<file path="src/logic/clock_control_pkg.sv">
package clock_control_pkg;

  // Master clock
  localparam int unsigned PCLK_HZ        = 20_000_000;
  localparam int unsigned CYCLES_PER_US  = PCLK_HZ / 1_000_000;

  // Clock source select codes
  localparam logic [3:0] SRC_EXT         = 4'h0;
  localparam logic [3:0] SRC_RC          = 4'h2;
  localparam logic [3:0] SRC_INT128      = 4'h3;

  // Start-up delay codes
  localparam logic [1:0] SUT_CK_ONLY     = 2'h0;
  localparam logic [1:0] SUT_FAST        = 2'h1;
  localparam logic [1:0] SUT_SLOW        = 2'h2;

  // Start-up counts in source clocks
  localparam int unsigned RESET_CK       = 14;
  localparam int unsigned WAKE_CK        = 6;

  // Additional reset delays in microseconds and in pclk cycles
  localparam int unsigned INT_FAST_US    = 4000;
  localparam int unsigned INT_SLOW_US    = 64000;
  localparam int unsigned EXT_FAST_US    = 4100;
  localparam int unsigned EXT_SLOW_US    = 65000;
  localparam int unsigned INT_FAST_CYC   = INT_FAST_US * CYCLES_PER_US;
  localparam int unsigned INT_SLOW_CYC   = INT_SLOW_US * CYCLES_PER_US;
  localparam int unsigned EXT_FAST_CYC   = EXT_FAST_US * CYCLES_PER_US;
  localparam int unsigned EXT_SLOW_CYC   = EXT_SLOW_US * CYCLES_PER_US;

  // Divider change window in core clock cycles
  localparam int unsigned UNLOCK_CYCLES  = 4;
  localparam logic [7:0]  UNLOCK_WORD    = 8'h80;

  // Register indices; byte address is four times the index
  localparam logic [6:0]  CDC_INDEX      = 7'h61;
  localparam logic [6:0]  ASYNC_INDEX    = 7'h70;
  localparam logic [6:0]  STATUS_INDEX   = 7'h71;
  localparam logic [11:0] CDC_ADDR       = {3'h0, CDC_INDEX, 2'h0};
  localparam logic [11:0] ASYNC_ADDR     = {3'h0, ASYNC_INDEX, 2'h0};
  localparam logic [11:0] STATUS_ADDR    = {3'h0, STATUS_INDEX, 2'h0};

  // Field positions
  localparam int unsigned UNLOCK_BIT     = 7;
  localparam int unsigned TIMER_EXT_BIT  = 0;
  localparam int unsigned READY_BIT      = 0;
  localparam int unsigned ACT_SEL_LSB    = 4;

  // Divider select values
  localparam logic [3:0] SEL_DIV1        = 4'h0;
  localparam logic [3:0] SEL_DIV8        = 4'h3;
  localparam logic [3:0] SEL_MAX         = 4'h8;

  typedef enum logic [2:0] {ST_RESET_CK, ST_RESET_TIME, ST_RUN, ST_SLEEP, ST_WAKE} startup_state_type;

  // A clock source seen from pclk: its level and a one-cycle rising-edge pulse
  typedef struct packed {
    logic tick;
    logic level;
  } clock_src_type;

  // Enable pulses for the divided clock domains
  typedef struct packed {
    logic io;
    logic converter;
    logic core;
    logic program_memory;
  } domain_clocks_type;

endpackage

</file>
<file path="src/logic/clock_prescaler_divider.sv">
`timescale 1ns/100ps
module clock_prescaler_divider
  import clock_control_pkg::*;
#(
  parameter int unsigned CNT_W = 8
) (
  input  wire logic          pclk,
  input  wire logic          presetn,
  input  wire clock_src_type src,
  input  wire logic [3:0]    sel,
  output logic               tick,
  output logic               level,
  output logic [3:0]         active_sel
);

  logic [3:0]       cur_sel_r;
  logic [CNT_W-1:0] cnt_r;
  logic [CNT_W-1:0] last_cnt;
  logic [CNT_W:0]   period;

  // Period in source ticks; reserved codes divide by the largest factor
  always_comb begin
    period = (cur_sel_r > SEL_MAX) ? ({{CNT_W{1'b0}}, 1'b1} << SEL_MAX) : ({{CNT_W{1'b0}}, 1'b1} << cur_sel_r);
    last_cnt = CNT_W'(period - 1'b1);
  end

  // Ripple count of the undivided source; a new setting is taken only at a period boundary
  always_ff @(posedge pclk or negedge presetn) begin
    if (!presetn) begin
      cnt_r     <= '0;
      cur_sel_r <= SEL_DIV1;
    end else if (src.tick) begin
      if (cnt_r == last_cnt) begin
        cnt_r     <= '0;
        cur_sel_r <= sel;
      end else begin
        cnt_r <= cnt_r + 1'b1;
      end
    end
  end

  // Divided clock: high for the first half of each period
  assign tick       = src.tick && (cnt_r == last_cnt);
  assign level      = (cur_sel_r == SEL_DIV1) ? src.level : ({1'b0, cnt_r} < (period >> 1));
  assign active_sel = cur_sel_r;
endmodule

</file>
<file path="src/logic/system_clock_control.sv">
`timescale 1ns/100ps
// Behaviour
// - Fuse code 0011 selects 128kHz oscillator
// - 128kHz: wake 6 CK, reset delays
// - Fuse code 0000 selects external clock pin
// - External: wake 6 CK, reset delays
// - Timer oscillator only with RC source
// - Timer external clock bit selects pin clock
// - Clock out fuse drives pin, even reset
// - Clock pin carries the divided clock
// - Divider feeds all four clock domains
// - Setting changes are glitch free
// - New rate after one old period
// - Ripple counter on source, state unreadable
// - Select accepted only within four cycles
// - Unlock bit times out, no extension
// - Select codes divide by powers of two
// - Reset select from divide-by-eight fuse
module system_clock_control
  import clock_control_pkg::*;
#(
  parameter int unsigned INT_FAST_CYCLES = INT_FAST_CYC,
  parameter int unsigned INT_SLOW_CYCLES = INT_SLOW_CYC,
  parameter int unsigned EXT_FAST_CYCLES = EXT_FAST_CYC,
  parameter int unsigned EXT_SLOW_CYCLES = EXT_SLOW_CYC
) (
  input  wire logic              pclk,
  input  wire logic              presetn,
  input  wire logic [11:0]       paddr,
  input  wire logic              psel,
  input  wire logic              penable,
  input  wire logic              pwrite,
  input  wire logic [31:0]       pwdata,
  output logic                   pready,
  output logic [31:0]            prdata,
  output logic                   pslverr,
  input  wire logic [3:0]        clock_source_select_fuses,
  input  wire logic [1:0]        startup_delay_fuses,
  input  wire logic              clock_out_fuse,
  input  wire logic              divide_by_eight_fuse,
  input  wire clock_src_type     osc128_clock,
  input  wire clock_src_type     rc_osc_clock,
  input  wire logic              external_clock_input_pin,
  input  wire logic              timer_osc_input_pin,
  input  wire logic              timer_crystal_tick,
  input  wire logic              timer_osc_request,
  input  wire logic              sleep_request,
  input  wire logic              wake_event,
  input  wire logic              gpio_out,
  input  wire logic              gpio_oe,
  output logic                   timer_osc_enable,
  output logic                   timer_clock_tick,
  output domain_clocks_type      domain_clocks,
  output logic                   system_clock_level,
  output logic                   clock_out_pin,
  output logic                   clock_out_pin_oe,
  output logic                   clocks_running
);

  clock_src_type     ext_src;
  clock_src_type     src;
  startup_state_type state_r;
  logic              ext_q_r;
  logic              tpin_q_r;
  logic              init_pending_r;
  logic [3:0]        sel_r;
  logic              unlock_r;
  logic [2:0]        unlock_cnt_r;
  logic              timer_ext_r;
  logic [31:0]       wait_r;
  logic [31:0]       time_limit;
  logic              sys_tick;
  logic              sys_level;
  logic [3:0]        active_sel;
  logic              wr_cdc;
  logic              wr_unlock;
  logic              wr_select;
  logic              mapped;
  logic [31:0]       rd_mux;

  // Edge detect on the clock pins, taken as synchronous to pclk
  // History held high in reset, so a pin already high at release gives no false edge
  always_ff @(posedge pclk or negedge presetn) begin
    if (!presetn) begin
      ext_q_r  <= 1'b1;
      tpin_q_r <= 1'b1;
    end else begin
      ext_q_r  <= external_clock_input_pin;
      tpin_q_r <= timer_osc_input_pin;
    end
  end

  assign ext_src.level = external_clock_input_pin;
  assign ext_src.tick  = external_clock_input_pin && !ext_q_r;

  // Source selection by fuse; unsupported codes fall back to the external pin
  always_comb begin
    if (clock_source_select_fuses == SRC_INT128) begin
      src = osc128_clock;
    end else if (clock_source_select_fuses == SRC_RC) begin
      src = rc_osc_clock;
    end else begin
      src = ext_src;
    end
  end

  // Timer oscillator shares the crystal pins, so it runs only beside the RC source
  assign timer_osc_enable = timer_osc_request && (clock_source_select_fuses == SRC_RC);
  assign timer_clock_tick = timer_osc_enable &&
                            (timer_ext_r ? (timer_osc_input_pin && !tpin_q_r) : timer_crystal_tick);

  // Additional reset delay chosen by source and start-up fuses
  always_comb begin
    time_limit = 32'h0;
    if (startup_delay_fuses == SUT_FAST) begin
      time_limit = (clock_source_select_fuses == SRC_INT128) ? INT_FAST_CYCLES : EXT_FAST_CYCLES;
    end else if (startup_delay_fuses == SUT_SLOW) begin
      time_limit = (clock_source_select_fuses == SRC_INT128) ? INT_SLOW_CYCLES : EXT_SLOW_CYCLES;
    end
  end

  // Start-up and wake sequencing
  always_ff @(posedge pclk or negedge presetn) begin
    if (!presetn) begin
      state_r <= ST_RESET_CK;
      wait_r  <= 32'h0;
    end else begin
      case (state_r)
        ST_RESET_CK: begin
          if (src.tick) begin
            if (wait_r == RESET_CK - 1) begin
              wait_r  <= 32'h0;
              state_r <= (time_limit == 32'h0) ? ST_RUN : ST_RESET_TIME;
            end else begin
              wait_r <= wait_r + 32'h1;
            end
          end
        end
        ST_RESET_TIME: begin
          if (wait_r == time_limit - 32'h1) begin
            wait_r  <= 32'h0;
            state_r <= ST_RUN;
          end else begin
            wait_r <= wait_r + 32'h1;
          end
        end
        ST_RUN: begin
          if (sleep_request) begin
            state_r <= ST_SLEEP;
          end
        end
        ST_SLEEP: begin
          if (wake_event) begin
            wait_r  <= 32'h0;
            state_r <= ST_WAKE;
          end
        end
        ST_WAKE: begin
          if (src.tick) begin
            if (wait_r == WAKE_CK - 1) begin
              wait_r  <= 32'h0;
              state_r <= ST_RUN;
            end else begin
              wait_r <= wait_r + 32'h1;
            end
          end
        end
        default: begin
          state_r <= ST_RESET_CK;
        end
      endcase
    end
  end

  assign clocks_running = (state_r == ST_RUN);

  // APB decode; every access completes in one access cycle
  assign wr_cdc    = psel && penable && pwrite && (paddr == CDC_ADDR);
  assign wr_unlock = wr_cdc && (pwdata[7:0] == UNLOCK_WORD) && !unlock_r;
  assign wr_select = wr_cdc && !pwdata[UNLOCK_BIT] && unlock_r;
  assign mapped    = (paddr == CDC_ADDR) || (paddr == ASYNC_ADDR) || (paddr == STATUS_ADDR);
  assign pready    = 1'b1;
  assign pslverr   = psel && penable && !mapped;

  // Divider select: cleared at reset, loaded from the fuse in the first cycle after release
  always_ff @(posedge pclk or negedge presetn) begin
    if (!presetn) begin
      init_pending_r <= 1'b1;
      sel_r          <= SEL_DIV1;
    end else if (init_pending_r) begin
      init_pending_r <= 1'b0;
      sel_r          <= divide_by_eight_fuse ? SEL_DIV8 : SEL_DIV1;
    end else if (wr_select) begin
      sel_r <= pwdata[3:0];
    end
  end

  // Unlock bit and its four-cycle window counted in core clocks
  always_ff @(posedge pclk or negedge presetn) begin
    if (!presetn) begin
      unlock_r     <= 1'b0;
      unlock_cnt_r <= 3'h0;
    end else if (wr_unlock) begin
      unlock_r     <= 1'b1;
      unlock_cnt_r <= 3'h0;
    end else if (unlock_r) begin
      if (wr_select) begin
        unlock_r <= 1'b0;
      end else if (sys_tick) begin
        if (unlock_cnt_r == 3'(UNLOCK_CYCLES - 1)) begin
          unlock_r <= 1'b0;
        end else begin
          unlock_cnt_r <= unlock_cnt_r + 3'h1;
        end
      end
    end
  end

  // Timer external clock enable in the asynchronous timer status register
  always_ff @(posedge pclk or negedge presetn) begin
    if (!presetn) begin
      timer_ext_r <= 1'b0;
    end else if (psel && penable && pwrite && paddr == ASYNC_ADDR) begin
      timer_ext_r <= pwdata[TIMER_EXT_BIT];
    end
  end

  // Read mux; the divider count itself is not visible
  always_comb begin
    rd_mux = 32'h0;
    if (paddr == CDC_ADDR) begin
      rd_mux[UNLOCK_BIT] = unlock_r;
      rd_mux[3:0]        = sel_r;
    end else if (paddr == ASYNC_ADDR) begin
      rd_mux[TIMER_EXT_BIT] = timer_ext_r;
    end else if (paddr == STATUS_ADDR) begin
      rd_mux[READY_BIT]                 = clocks_running;
      rd_mux[ACT_SEL_LSB +: 4]          = active_sel;
    end
  end

  // Read data captured in the setup phase
  always_ff @(posedge pclk or negedge presetn) begin
    if (!presetn) begin
      prdata <= 32'h0;
    end else if (psel && !penable && !pwrite) begin
      prdata <= rd_mux;
    end
  end

  // Prescaler on the undivided source
  clock_prescaler_divider #(
    .CNT_W (8)
  ) u_divider (
    .pclk       (pclk),
    .presetn    (presetn),
    .src        (src),
    .sel        (sel_r),
    .tick       (sys_tick),
    .level      (sys_level),
    .active_sel (active_sel)
  );

  // One divided clock for every domain, stopped outside run
  assign domain_clocks.io             = sys_tick && clocks_running;
  assign domain_clocks.converter      = sys_tick && clocks_running;
  assign domain_clocks.core           = sys_tick && clocks_running;
  assign domain_clocks.program_memory = sys_tick && clocks_running;
  assign system_clock_level           = sys_level;

  // Clock output pin overrides the port function, and carries the source during reset
  assign clock_out_pin    = clock_out_fuse ? (presetn ? sys_level : src.level) : gpio_out;
  assign clock_out_pin_oe = clock_out_fuse ? 1'b1 : gpio_oe;
endmodule
</file>
<file path="config.mk">
export PLATFORM = sky130hd
export DESIGN_NAME = system_clock_control
export DESIGN_NICKNAME = d
export VERILOG_FILES = /design/src/logic/clock_control_pkg.sv /design/src/logic/clock_prescaler_divider.sv /design/src/logic/system_clock_control.sv
export SDC_FILE = /design/constraint.sdc
export NUM_CORES = 1
export LEC_CHECK = 0
export ABC_AREA = 1
export BUFFER_PORTS_ARGS = -buffer_cell sky130_fd_sc_hd__buf_2
export CAP_MARGIN = 20
export CORE_ASPECT_RATIO = 0.5
export CORE_MARGIN = 2
export CORE_UTILIZATION = 40
export DETAILED_ROUTE_END_ITERATION = 16
export PLACE_DENSITY = 0.7
export SLEW_MARGIN = 10
export SYNTH_ARGS = -nofsm -noshare
export SYNTH_HDL_FRONTEND = slang
export SYNTH_HIERARCHICAL = 1
export SYNTH_SLANG_ARGS = --single-unit
</file>
<file path="constraint.sdc">
create_clock -name pclk -period 3.7 [get_ports pclk]
set_input_delay 0.555 -clock pclk [delete_from_list [all_inputs] [get_ports pclk]]
set_output_delay 0.555 -clock pclk [all_outputs]
set_load 0.05 [all_outputs]
</file>
# Word level (Yosys, flattened, before mapping)
# Index checks and enable logic that the tools add are counted.
# op_classes
order_cmp	2
n_shift	1
n_eq_ne	26
mux	50
add_sub_neg	5
reduce_logical	37
# ops
op	n
$mux W32	7
$pmux W32 S4	1
$mux W3	14
$eq A12 B9 Y1 const B	3
$add A32 B1 Y32 const B	1
$eq A32 B3 Y1 const B	1
$eq A32 B32 Y1	1
$eq A32 B4 Y1 const B	1
$logic_not A32 Y1	1
$sub A32 B1 Y32 const B	1
$mux W15	2
$mux W21	1
$logic_and A1 B1 Y1	17
$mux W4	4
$pmux W3 S5	1
$mux W1	14
$ne A2 B2 Y1 const B	7
$eq A3 B2 Y1 const B	3
$mux W9	1
$shl A1 B4 Y9 const A	1
$add A8 B1 Y8 const B	1
$eq A4 B2 Y1 const B	2
$eq A8 B8 Y1	1
$eq A8 B8 Y1 const B	1
20 further kinds	34
# word_totals
reg_bits	67
in_bits	69

# Longest topological paths before layout
# logic_depth
depth_word	9
mapped_depth	19
mapped_depth_nobuf	18

# By module
# The synthesis kept the hierarchy.
# modules_own_cells
module	instances	area_each_um2	cells_per_inst
system_clock_control	1	4330.4	622
clock_prescaler_divider	1	1096.1	159

# Least setup slack after synthesis
# OpenSTA, ideal clock, no wires.
# synth_path
kind	reg2out
startpoint	reg u_divider.cur_sel_r[3], in the netlist u_divider/active_sel[3]
endpoint	out domain_clocks[1] (netlist bit)
arrival_ps	3019
path_stages_with_launch	17
path_buffers	2
path_slack_ps	126
t_required_ps	3145
path_cell_list	dfrtp_1 -> buf_6 -> nor2_4 -> nand3_1 -> ha_1 -> nand2_1 -> inv_1 -> nor2_1 -> nand2_1 -> nor2_1 -> nand3_2 -> nor2_4 -> nand3_4 -> inv_4 -> inv_1 -> nor2_1 -> buf_4
# synth_rtl
item	line	text
start, declared	clock_prescaler_divider.sv:16	logic [3:0] cur_sel_r;
start signal, assigned	clock_prescaler_divider.sv:35	cur_sel_r <= sel;
end, declared	system_clock_control.sv:53	output domain_clocks_type domain_clocks,

==> summary.txt <==
VDD IR-drop max - 280 uV
Synth top cells by count - nand2_1, inv_1, nor2_1
max_cap viols - 0
Sw Share - 48.0%
DR iter-0 viols - 329
Via-to-Cell Ratio - 5.06
Die Y - 86.4 um
DR pass1 iterations - 5
crit end category - primary output
Static Leak - 3.03 nW
fmax - 286 MHz
vias - 5,182
number of buffers added on ports - 63
CTS Hold Bufs - 0
die area - 14,600 um2
Clock Tree Root - clkbuf_16
clock slew seen by the registers of the worst setup and hold paths - 60 ps
top-count cell post-synth - nand2_1
top cells by area, synth - dfrtp_1, nand2_1, inv_1, nand3_1, xor2_1
DRC Markers - 0
TritonCTS clock tree - done
later-pin clock latency in the skew report - 330 ps
Req. time, crit path - 3140 ps
layout cells sized above 1 - 16.6%
final core utilization - 45.2%
Comb pwr share - 46.4%
Slew Limit Fails - 0
Tcrit/Tclk final - 94.4%
Slew HR - 42.4%
routed length per instance - 13.5 um
Hold WC Path Type - in2reg
routability congestion estimate - 0.915
GRT Total Usage - 19.3%
nets - 928
Arrival @ worst endpoint - 2940 ps
synthesized area - 5430 um2
crit-path max FO - 9
P_int - 1.95 mW
clock power share - 21.1%
GRT overflow - 0
flops & latches, synth - 67
CTS max path bufs - 2
clk_skew - 8.99 ps
global-route wire length before repair - 22.7 mm
asr flop ratio synth - 100%
outcome - finished, final reports clean
CTS H-tree lvls - 3
vias in the first global route - 4,910
area share of the largest cell type after synthesis - 29.5%
Reg power frac - 32.5%
critical path class - reg2out
Post-Route WL - 13.8 mm
# rows - 30
Die X - 169 um
CP Launch Type - flop
worst hold margin - 333 ps
Routed Antenna Nets - 0
hpwl dp - 10.7 mm
Core Footprint - 13,400 um2
Starting Density - 40.5%
prevailing post-synth register cell - dfrtp_1
leading area contributor after synthesis - dfrtp_1
pwr dens - 619 nW/um2
Ys Warns - 6
Fin. Hold Viols - 0
minimum clock period - 3490 ps
area grow syn2layout - 11.7%
I/O pin cnt - 113
Avg Cell Area, Syn - 6.95 um2
Cells after Synth - 781
RSZ-0062 raised after global routing - yes
initial antenna violation count - 0
cts bufs inserted - 9
final setup violating endpoints - 0
Antenna Cells - 0
Seq/Total Area, Yosys - 31.0%
CTS Sinks - 67
EDFF count, synth - 0
Switch Pwr - 1.80 mW
largest net degree at the start of global routing - 68
Cell variety after synth - 46
worst-margin pin slew - 864 ps
==> registers in the layout (all words and copies together), names as in the netlist <==
| name | count |
|---|---|
| wait_r | 32 |
| prdata | 8 |
| u_divider/cnt_r | 8 |
| sel_r | 4 |
| u_divider/active_sel | 4 |
| state_r | 3 |
| unlock_cnt_r | 3 |
| ext_q_r | 1 |
| init_pending_r | 1 |
| timer_ext_r | 1 |
| tpin_q_r | 1 |
| unlock_r | 1 |
==> layout by cell type, fill, tap and decap left out, drive strengths merged, types with 2 or more instances in the layout <==
cell	count
nand2	193
a21oi	10
nand4	22
conb	26
nor3	38
nand3	71
xor2	29
o31ai	3
clkbuf	13
clkinvlp	2
a2bb2oi	2
o22ai	2
nor4	6
o21ai	52
dfrtp	64
dfstp	3
inv	123
nand3b	5
nor2	85
or2	4
buf	62
xnor2	2
mux2	2
ha	16
clkinv	6
o211ai	3
==> worst max-delay path, stage by stage, from the launching register on <==
cell      delay (ps)
dfrtp_2          490
nor2_4           210
nand3_1          110
ha_1             300
nand2_1           70
inv_1             40
nor2_1            80
nand2_1           60
nor2_1           110
nand3_2          100
nor2_4           190
nand3_4          120
inv_4            150
inv_1            100
nor2_1           200
clkbuf_4         280
==> routing by layer <==
metal	track usage, %	wire [um]	vias up
li1	-	-	2580
met1	24.4	6150	2405
met2	34.3	6540	167
met3	2.88	811	30
met4	6.66	322	0
met5	0	0	-
==> through the flow <==
stage,setup slack [ps],TNS [ps],area (um2),power [mW],cells
after global routing,-12.4,-47.7,6060,4.05,1024
after CTS,137,0,6050,3.76,1024
after floorplan,126,0,5520,2.57,805
after detailed placement,521,0,5770,2.96,1008
after global placement,506,0,5770,2.92,1008
final,207,0,6060,3.75,1024
==> final timing paths <==
check | from | end | slack (ps) | depth (start not counted)
max in group asynchronous | presetn | u_divider/active_sel[1]$_DFFE_PN0P_ | 2630 | 2
min in group asynchronous | presetn | u_divider/cnt_r[7]$_DFFE_PN0P_ | 470 | 2
setup reg to reg | u_divider/active_sel[3]$_DFFE_PN0P_ | unlock_cnt_r[0]$_DFFE_PN0P_ | 990 | 17
setup / recovery | u_divider/active_sel[3]$_DFFE_PN0P_ | domain_clocks[3] | 210 | 15
hold reg to reg | prdata[6]$_DFFE_PN0P_ | prdata[6]$_DFFE_PN0P_ | 470 | 2
hold / removal | timer_osc_input_pin | tpin_q_r$_DFF_PN1_ | 330 | 1
==> power by group through the flow <==
stage | sequential [mW] | clock [mW] | combinational, mW
2_1_floorplan | 1.15 | 0 | 1.41
3_3_place_gp | 1.21 | 0 | 1.70
3_5_place_dp | 1.22 | 0 | 1.74
4_1_cts | 1.21 | 0.811 | 1.74
5_1_grt | 1.25 | 0.838 | 1.96
6_report | 1.22 | 0.792 | 1.74
==> what timing repair did <==
action                                  4_1_cts  5_1_grt
endpoints found under the hold margin         0        0
buffers inserted                              0        0
endpoints found under the setup margin        0        4
resized for setup                             0        6
==> logic make-up (layout without fill, tap and decap cells) <==
logic type	Yosys count	after routing	share of synthesized area, %
simple gates	424	424	37.8
buf+inv	163	206	14.2
compound gates	76	76	7.72
flops	67	67	31.0
xor+xnor	31	31	5.00
fa+ha+maj	16	16	3.69
other cells	2	26	0.138
mux	2	2	0.415
==> cell type report <==
cell class | instances | area [um2]
timing repair buffer | 66 | 348
sequential | 67 | 1680
fill | 1377 | 7340
inverter | 124 | 470
clock inverter | 7 | 51.3
clock buffer | 9 | 225
tap | 176 | 220
multi-input combinational | 575 | 3060
Note: power is estimated with default switching activity, not from simulation.
